File: src/common/lpacr_pkg.sv
package lpacr_pkg;

  // register addresses on the internal register port
  localparam logic [7:0] PAT_CTRL_ADDR = 8'h11;
  localparam logic [7:0] LIM_ONE_ADDR = 8'h12;
  localparam logic [7:0] LIM_TWO_ADDR = 8'h13;
  localparam logic [7:0] AUDIO_ONE_ADDR = 8'h2a;

  // pattern control bit positions
  localparam int BLINK_BIT = 3;
  localparam int RUN_BIT = 2;
  localparam int LOOP_BIT = 1;
  localparam int LAW_BIT = 0;

  // current limit field positions
  localparam int RED_LSB = 4;
  localparam int GREEN_LSB = 2;
  localparam int BLUE_LSB = 0;

  // audio control field positions
  localparam int GAIN_LSB = 5;
  localparam int MODE_BIT = 4;
  localparam int AGC_BIT = 3;
  localparam int SYNC_BIT = 2;
  localparam int SEL_LSB = 0;

  // values after reset
  localparam logic [3:0] PAT_RESET = 4'h0;
  localparam logic [5:0] LIM_RESET = 6'h00;
  localparam logic [7:0] AUDIO_RESET = 8'h03;

  // codings
  localparam logic [4:0] GAIN_STEP_DB = 5'h03;
  localparam logic [1:0] SEL_SINGLE = 2'h0;
  localparam logic [1:0] SEL_NONE = 2'h3;
  localparam int NUM_CMDS = 8;

  typedef struct packed {
    logic blink_en;
    logic run;
    logic loop_en;
    logic law;
  } lpacr_pat_t;

  typedef struct packed {
    logic [1:0] red;
    logic [1:0] green;
    logic [1:0] blue;
  } lpacr_limit_t;

  typedef struct packed {
    logic [2:0] gain;
    logic freq_mode;
    logic agc;
    logic sync_en;
    logic [1:0] sel;
  } lpacr_audio_t;

  typedef struct packed {
    logic pattern_one;
    logic pattern_two;
    logic audio_one;
    logic audio_two;
    logic blink_one;
  } lpacr_owner_t;

  typedef enum logic [0:0] {
    SEQ_IDLE = 1'b0,
    SEQ_RUN = 1'b1
  } lpacr_seq_t;

endpackage : lpacr_pkg

File: src/lpacr_regs.sv
`timescale 1ns/1ns
module lpacr_regs #(
  parameter int NUM_CMDS = lpacr_pkg::NUM_CMDS
) (
  // clock and reset
  input wire logic core_clk,
  input wire logic sys_rst,
  // register port from the serial interface
  input wire logic [7:0] reg_addr,
  input wire logic reg_wr,
  input wire logic reg_rd,
  input wire logic [7:0] reg_wdata,
  output logic [7:0] reg_rdata,
  output logic reg_rvalid,
  // command engine
  input wire logic cmd_done,
  input wire logic [1:0] mode_sel,
  input wire logic [2:0] lvl_red,
  input wire logic [2:0] lvl_green,
  input wire logic [2:0] lvl_blue,
  // configuration out
  output lpacr_pkg::lpacr_pat_t pat_cfg,
  output lpacr_pkg::lpacr_limit_t lim_one,
  output lpacr_pkg::lpacr_limit_t lim_two,
  output lpacr_pkg::lpacr_audio_t audio_cfg,
  output lpacr_pkg::lpacr_owner_t owner,
  output logic blink_allowed,
  output logic [8:0] quarters_one,
  output logic [8:0] quarters_two,
  output logic [4:0] gain_db,
  output logic adc_single_ended,
  output logic audio_active,
  // sequencer status
  output logic seq_running,
  output logic [2:0] cmd_index,
  output logic [6:0] pct_red,
  output logic [6:0] pct_green,
  output logic [6:0] pct_blue
);

  if (NUM_CMDS < 2 || NUM_CMDS > 8) begin : g_bad_cmds
    $error("NUM_CMDS must lie in 2..8");
  end

  localparam logic [2:0] LAST_CMD = 3'(NUM_CMDS - 1);

  // percent of the channel maximum for a level code under either law
  function automatic logic [6:0] level_pct(input logic [2:0] code, input logic law);
    logic [6:0] pct;
    pct = 7'h00;
    unique case (code)
      3'h0: pct = 7'h00;
      3'h1: pct = law ? 7'h01 : 7'h07;
      3'h2: pct = law ? 7'h02 : 7'h0e;
      3'h3: pct = law ? 7'h04 : 7'h15;
      3'h4: pct = law ? 7'h0a : 7'h20;
      3'h5: pct = law ? 7'h15 : 7'h2e;
      3'h6: pct = law ? 7'h2e : 7'h47;
      3'h7: pct = 7'h64;
    endcase
    return pct;
  endfunction : level_pct

  // current scale in quarters of full scale, three channels
  function automatic logic [8:0] limit_quarters(input lpacr_pkg::lpacr_limit_t lim);
    return {3'({1'b0, lim.red} + 3'h1), 3'({1'b0, lim.green} + 3'h1),
            3'({1'b0, lim.blue} + 3'h1)};
  endfunction : limit_quarters

  lpacr_pkg::lpacr_seq_t seq_state, next_seq_state;
  logic [2:0] next_cmd_index;
  lpacr_pkg::lpacr_pat_t next_pat_cfg;
  lpacr_pkg::lpacr_limit_t next_lim_one, next_lim_two;
  lpacr_pkg::lpacr_audio_t next_audio_cfg;
  lpacr_pkg::lpacr_owner_t next_owner;
  logic [7:0] next_reg_rdata;
  logic next_reg_rvalid;
  logic start_write;
  logic next_seq_running;

  always_comb begin
    next_pat_cfg = pat_cfg;
    next_lim_one = lim_one;
    next_lim_two = lim_two;
    next_audio_cfg = audio_cfg;
    next_seq_state = seq_state;
    next_cmd_index = cmd_index;
    next_reg_rdata = 8'h00;
    next_reg_rvalid = reg_rd;
    start_write = 1'b0;
    if (reg_wr) begin
      unique case (reg_addr)
        lpacr_pkg::PAT_CTRL_ADDR: begin
          next_pat_cfg = reg_wdata[3:0];
          start_write = reg_wdata[lpacr_pkg::RUN_BIT];
        end
        lpacr_pkg::LIM_ONE_ADDR: next_lim_one = reg_wdata[5:0];
        lpacr_pkg::LIM_TWO_ADDR: next_lim_two = reg_wdata[5:0];
        lpacr_pkg::AUDIO_ONE_ADDR: next_audio_cfg = reg_wdata;
        default: ;
      endcase
    end
    if (reg_rd) begin
      unique case (reg_addr)
        lpacr_pkg::PAT_CTRL_ADDR: next_reg_rdata = {4'h0, pat_cfg};
        lpacr_pkg::LIM_ONE_ADDR: next_reg_rdata = {2'h0, lim_one};
        lpacr_pkg::LIM_TWO_ADDR: next_reg_rdata = {2'h0, lim_two};
        lpacr_pkg::AUDIO_ONE_ADDR: next_reg_rdata = audio_cfg;
        default: next_reg_rdata = 8'h00;
      endcase
    end
    // sequencer: restart on any write of run=1, stop when run cleared
    if (start_write) begin
      next_seq_state = lpacr_pkg::SEQ_RUN;
      next_cmd_index = 3'h0;
    end else if (!next_pat_cfg.run) begin
      next_seq_state = lpacr_pkg::SEQ_IDLE;
      next_cmd_index = 3'h0;
    end else if (seq_state == lpacr_pkg::SEQ_RUN && cmd_done) begin
      if (cmd_index == LAST_CMD) begin
        next_cmd_index = 3'h0;
        // single pass parks at command 1; run bit stays as written
        if (!pat_cfg.loop_en) begin
          next_seq_state = lpacr_pkg::SEQ_IDLE;
        end
      end else begin
        next_cmd_index = 3'(cmd_index + 3'h1);
      end
    end
    unique case (mode_sel)
      2'h0: next_owner = 5'b11000;
      2'h1: next_owner = 5'b01001;
      2'h2: next_owner = 5'b10010;
      2'h3: next_owner = 5'b00110;
    endcase
    // status flop mirrors the state so the port leaves a register
    next_seq_running = next_seq_state == lpacr_pkg::SEQ_RUN;
  end

  always_ff @(posedge core_clk) begin
    if (sys_rst) begin
      pat_cfg <= lpacr_pkg::PAT_RESET;
      lim_one <= lpacr_pkg::LIM_RESET;
      lim_two <= lpacr_pkg::LIM_RESET;
      audio_cfg <= lpacr_pkg::AUDIO_RESET;
      seq_state <= lpacr_pkg::SEQ_IDLE;
      cmd_index <= 3'h0;
      seq_running <= 1'b0;
      owner <= 5'h00;
      reg_rdata <= 8'h00;
      reg_rvalid <= 1'b0;
    end else begin
      pat_cfg <= next_pat_cfg;
      lim_one <= next_lim_one;
      lim_two <= next_lim_two;
      audio_cfg <= next_audio_cfg;
      seq_state <= next_seq_state;
      cmd_index <= next_cmd_index;
      seq_running <= next_seq_running;
      owner <= next_owner;
      reg_rdata <= next_reg_rdata;
      reg_rvalid <= next_reg_rvalid;
    end
  end

  // decoded outputs, registered one cycle behind the fields
  logic next_blink_allowed, next_single_ended, next_audio_active;
  logic [8:0] next_quarters_one, next_quarters_two;
  logic [4:0] next_gain_db;
  logic [6:0] next_pct_red, next_pct_green, next_pct_blue;

  always_comb begin
    next_blink_allowed = pat_cfg.blink_en && owner.blink_one;
    next_quarters_one = limit_quarters(lim_one);
    next_quarters_two = limit_quarters(lim_two);
    next_gain_db = 5'(audio_cfg.gain * lpacr_pkg::GAIN_STEP_DB);
    // unused selector codes route nothing, like the no-input code
    next_single_ended = audio_cfg.sel == lpacr_pkg::SEL_SINGLE;
    next_audio_active = audio_cfg.sync_en && audio_cfg.sel == lpacr_pkg::SEL_SINGLE;
    next_pct_red = level_pct(lvl_red, pat_cfg.law);
    next_pct_green = level_pct(lvl_green, pat_cfg.law);
    next_pct_blue = level_pct(lvl_blue, pat_cfg.law);
  end

  always_ff @(posedge core_clk) begin
    if (sys_rst) begin
      blink_allowed <= 1'b0;
      quarters_one <= 9'h049;
      quarters_two <= 9'h049;
      gain_db <= 5'h00;
      adc_single_ended <= 1'b0;
      audio_active <= 1'b0;
      pct_red <= 7'h00;
      pct_green <= 7'h00;
      pct_blue <= 7'h00;
    end else begin
      blink_allowed <= next_blink_allowed;
      quarters_one <= next_quarters_one;
      quarters_two <= next_quarters_two;
      gain_db <= next_gain_db;
      adc_single_ended <= next_single_ended;
      audio_active <= next_audio_active;
      pct_red <= next_pct_red;
      pct_green <= next_pct_green;
      pct_blue <= next_pct_blue;
    end
  end

  a_blink_gate: assert property (@(posedge core_clk) disable iff (sys_rst)
    !pat_cfg.blink_en |=> !blink_allowed)
    else $error("blink allowed while blink bit clear");
  a_run_start: assert property (@(posedge core_clk) disable iff (sys_rst)
    reg_wr && reg_addr == lpacr_pkg::PAT_CTRL_ADDR && reg_wdata[2]
    |=> seq_running && cmd_index == 3'h0)
    else $error("run write did not start at command one");
  a_run_stop: assert property (@(posedge core_clk) disable iff (sys_rst)
    !pat_cfg.run |-> !seq_running)
    else $error("sequencer running with run bit clear");
  a_once_end: assert property (@(posedge core_clk) disable iff (sys_rst)
    seq_running && cmd_done && cmd_index == LAST_CMD && !pat_cfg.loop_en && !reg_wr
    |=> !seq_running)
    else $error("single pass did not stop");
  a_loop_wrap: assert property (@(posedge core_clk) disable iff (sys_rst)
    seq_running && cmd_done && cmd_index == LAST_CMD && pat_cfg.loop_en && !reg_wr
    |=> seq_running && cmd_index == 3'h0)
    else $error("loop did not wrap to command one");
  a_law_top: assert property (@(posedge core_clk) disable iff (sys_rst)
    lvl_red == 3'h4 ##1 lvl_red == $past(lvl_red) |-> pct_red == ($past(pat_cfg.law) ? 7'h0a : 7'h20))
    else $error("intensity law mismatch");
  a_limit_scale: assert property (@(posedge core_clk) disable iff (sys_rst)
    reg_wr && reg_addr == lpacr_pkg::LIM_ONE_ADDR && reg_wdata[5:4] == 2'h2
    |=> ##1 quarters_one[8:6] == 3'h3)
    else $error("limit scale wrong");
  a_gain_steps: assert property (@(posedge core_clk) disable iff (sys_rst)
    audio_cfg.gain == 3'h7 |=> gain_db == 5'h15)
    else $error("gain not 21 dB at top code");
  a_upper_zero: assert property (@(posedge core_clk) disable iff (sys_rst)
    reg_rd && reg_addr == lpacr_pkg::LIM_TWO_ADDR |=> reg_rvalid && reg_rdata[7:6] == 2'h0)
    else $error("upper bits not zero");
  a_sync_gate: assert property (@(posedge core_clk) disable iff (sys_rst)
    !audio_cfg.sync_en |=> !audio_active)
    else $error("audio active while sync disabled");

endmodule : lpacr_regs

File: config.mk
export PLATFORM = sky130hd
export DESIGN_NAME = lpacr_regs
export DESIGN_NICKNAME = d
export VERILOG_FILES = /design/src/common/lpacr_pkg.sv /design/src/lpacr_regs.sv
export SDC_FILE = /design/constraint.sdc
export NUM_CORES = 1
export LEC_CHECK = 0
export ABC_AREA = 0
export BUFFER_PORTS_ARGS = -buffer_cell sky130_fd_sc_hd__buf_2
export CAP_MARGIN = 0
export CORE_ASPECT_RATIO = 0.6
export CORE_UTILIZATION = 53
export DETAILED_ROUTE_END_ITERATION = 7
export GPL_TIMING_DRIVEN = 0
export HOLD_SLACK_MARGIN = 0.15
export PLACE_DENSITY = 0.86
export SKIP_CTS_REPAIR_TIMING = 1
export SYNTH_ARGS = -nofsm -noshare
export SYNTH_HDL_FRONTEND = slang
export SYNTH_SLANG_ARGS = --single-unit
File: constraint.sdc
create_clock -name core_clk -period 2.6 [get_ports core_clk]
set_input_delay 0.52 -clock core_clk [delete_from_list [all_inputs] [get_ports core_clk]]
set_output_delay 0.52 -clock core_clk [all_outputs]
set_load 0.01 [all_outputs]
==> flow_summary_export.csv <==
group,metric,value,unit
outcome,outcome,"finished clean",
global_routing,grt_pass1_wl,13100,µm
sta,clock-skew-final,0.00878,ns
sta,min_period,1.78,ns
clocking,clkSinkCount,89,
sta,hold_viol,0,
sta,setup_ws,0.819,ns
die,die_w,105,µm
placed_design,io_buffer_count,110,
critical_path,crit_type,"input port to flop",
global_routing,grt.overflow.total,0,
critical_path,worst-path-buf-inv,1,
power,swShare,0.225,
yosys,syn-num-nets,380,
power,power_density,612,mW/mm²
yosys,synth-simple-area-share,0.219,
power,power_leakage,2.12,nW
clocking,clk_path_buf_depth,2,
global_routing,grt_use_total,0.263,
clocking,cts.clk_slew.worst_paths,0.08,ns
critical_path,arrival,1.99,ns
placed_design,dpl.hpwl,6270,µm
routing,drc,0,
placed_design,place_ws,0.502,ns
yosys,ys_seq_area_frac,0.529,
critical_path,path_cells,"buf_2 -> nor4b_2 -> nand3_1 -> nand2_1 -> a21oi_1",
critical_path,crit_fanout,6,
clocking,cts_buffers,9,
global_routing,grt_pass1_vias,2583,
placed_design,gp_congestion,0.904,
yosys,synth_edf_count,0,
routing,routed_wirelength,8540,µm
power,internal_power,2.02,mW
power,clkPwrFrac,0.401,
sta,worstMarginPinSlew,0.650,ns
yosys,ys_types,41,
sta,fmax,562,MHz
clocking,clk_latency,0.35,ns
global_routing,antenna_found_initial,0,
yosys,synthArstFlopShare,0,
clocking,tritoncts,"done",
power,power_switching,587,µW
final_layout,finalNetCount,501,
yosys,syn_avg_cell_area,10.0,µm²
yosys,ys.flop_type,"dfxtp_1",
hold_path,worstHoldPathType,"input port to flop",
critical_path,end_kind,"flop",
final_layout,antenna_cells,0,
yosys,netlist_instances,337,
die,start_util,0.551,
yosys,synth_xor_area_frac,0.00260,
power,power_frac_seq,0.534,
routing,ant_nets,0,
die,die_h,63.8,µm
yosys,synth_area,0.00337,mm²
yosys,yosys_warnings,0,
yosys,synth.area.mux_share,0.0683,
routing,vias_per_cell,5.37,
routing,wl_per_cell,15.6,µm
yosys,synth_top_family_by_area,"simple AND/OR/NAND/NOR gates",
sta,relSlewSlack,0.567,
sta,setup_viol,0,
yosys,ys_ff_latch,89,
routing,dr_total_vias,2937,
die,io_pins,121,
die,core,0.00611,mm²
final_layout,drive_above_1_share,0.305,
critical_path,path_delay_family,"simple AND/OR/NAND/NOR gates",
yosys,synth-compound-area-share,0.104,
die,std_cell_rows,22,
clocking,cts_root_buffer,"clkbuf_8",
clocking,htree_levels,3,
power,ir_drop,0.000316,V
sta,rsz0062_at_grt,"false",
sta,totalNegativeSetupSlack,0,ns
critical_path,start_kind,"input port",
power,comb_power_share,0.065,
critical_path,crit_required,2.81,ns
sta,fin_crit_sh,0.685,
routing,drt_iter0_drc,183,
sta,slew_violations,0,
global_routing,grt_max_degree,16,
critical_path,crit_slowest_cell,"nor4b_2",
critical_path,max_stage_delay,0.58,ns
yosys,synth_fa_ha_area_frac,0.0431,
run,cap_violations,0,
final_layout,area_delta_synth_final,26.3,%
routing,firstDrtPassIters,5,
die,die_area,0.00669,mm²
-- path summary, 6_finish.rpt --
| path | startpoint | to | slack [ns] | cells after the start |
|---|---|---|---|---|
| min reg2reg | lim_one[2] | quarters_one[3] | 0.44 | 1 |
| max | reg_addr[1] | pat_cfg[2] | 0.82 | 5 |
| min | mode_sel[1] | owner[3] | 0.34 | 2 |
| max reg2reg | pat_cfg[0] | reg_rdata[0] | 1.22 | 4 |
-- layer usage --
| metal | wire, µm | global-route usage |
|---|---|---|
| met2 | 3730 | 0.402 |
| met1 | 3950 | 0.361 |
| met3 | 758 | 0.0724 |
| met4 | 105 | 0.0863 |
| met5 | 0 | 0 |
-- state kept, by name (all words and copies together), names as in the netlist, 3 cells and up --
signal / cells
owner: 5
lim_one: 6
pct_red: 7
gain_db: 5
pct_blue: 7
cmd_index: 3
lim_two: 6
pct_green: 7
pat_cfg: 4
quarters_two: 9
quarters_one: 9
audio_cfg: 8
reg_rdata: 8
-- cells in the mapped netlist, drive strengths merged, types with 2 or more instances --
| library cell | n | area share |
|---|---|---|
| dfxtp | 89 | 0.53 |
| nor2 | 37 | 0.041 |
| nand2 | 27 | 0.030 |
| nor2b | 25 | 0.046 |
| mux2i | 23 | 0.068 |
| a21oi | 20 | 0.030 |
| clkbuf | 18 | 0.020 |
| nand3 | 13 | 0.021 |
| and3 | 10 | 0.019 |
| ha | 10 | 0.037 |
| a22o | 6 | 0.017 |
| buf | 6 | 0.012 |
| o22ai | 6 | 0.011 |
| nor3 | 5 | 0.0074 |
| a22oi | 4 | 0.0089 |
| and2 | 4 | 0.0082 |
| a211oi | 3 | 0.0067 |
| nand2b | 3 | 0.0056 |
| nand4 | 3 | 0.0074 |
| nor4b | 3 | 0.019 |
| o2111a | 3 | 0.010 |
| o21ai | 3 | 0.0045 |
| o22a | 3 | 0.0078 |
| a222oi | 2 | 0.0059 |
| inv | 2 | 0.0022 |
| nor3b | 2 | 0.0045 |
-- logic make-up (layout without fill, tap and decap cells) --
logic type / Yosys count / after routing
and+or+nand+nor: 136 / 136
muxes: 23 / 23
adders and majority gates: 11 / 11
xor gates and xnor gates: 1 / 1
buffers and inverters: 26 / 152
AOI/OAI and AO/OA: 51 / 51
DFF: 89 / 89
-- power by group through the flow --
stage          Sequential (mW)  Combinational (mW)  Clock, mW
6_report                  1.39               0.170       1.04
5_1_grt                   1.39               0.185       1.13
4_1_cts                   1.39               0.169       1.06
3_5_place_dp              1.42               0.168          0
3_3_place_gp              1.42               0.164          0
2_1_floorplan             1.43              0.0799          0
-- placed cells by master, fill, tap and decap left out, types with 2 or more instances in the layout --
master | Yosys | layout
buf_2 | 1 | 111
dfxtp_1 | 89 | 89
nor2_1 | 37 | 37
nand2_1 | 27 | 27
nor2b_1 | 25 | 25
mux2i_1 | 23 | 23
a21oi_1 | 20 | 20
clkbuf_1 | 18 | 18
nand3_1 | 12 | 12
and3_1 | 10 | 10
ha_1 | 10 | 10
clkbuf_8 | 0 | 10
o22ai_1 | 6 | 6
nor3_1 | 5 | 5
a22oi_1 | 4 | 4
a22o_2 | 4 | 4
and2_1 | 3 | 3
o2111a_1 | 3 | 3
nand2b_1 | 3 | 3
o22a_1 | 3 | 3
a211oi_1 | 3 | 3
o21ai_0 | 3 | 3
clkinv_4 | 0 | 3
nor4b_4 | 2 | 2
nand4_1 | 2 | 2
buf_1 | 2 | 2
nor3b_1 | 2 | 2
inv_1 | 2 | 2
a22o_1 | 2 | 2
buf_4 | 2 | 2
a222oi_1 | 2 | 2
bufinv_16 | 0 | 2
-- metrics by stage --
step                      hold WS, ns  power, mW  std cells  instance area [µm²]  utilization
after floorplan                 0.439       1.51        337                 3370            -
after global placement          0.423       1.59        531                 4030        0.659
after detailed placement        0.422       1.59        531                 4030        0.659
after CTS                       0.328       2.62        547                 4250        0.696
after global routing            0.330       2.71        547                 4250        0.696
final                           0.344       2.60        547                 4250        0.696
-- cell type report --
type	instances	area, µm²
plain buffers	24	106
clock buffers	10	138
well taps	84	105
fillers	491	1860
inverters	2	7.51
multi-input cells	222	1470
flip-flops and latches	89	1780
repair buffers	110	551
clock inverters	6	91.3
No activity file was read; power rests on OpenSTA's default activity.
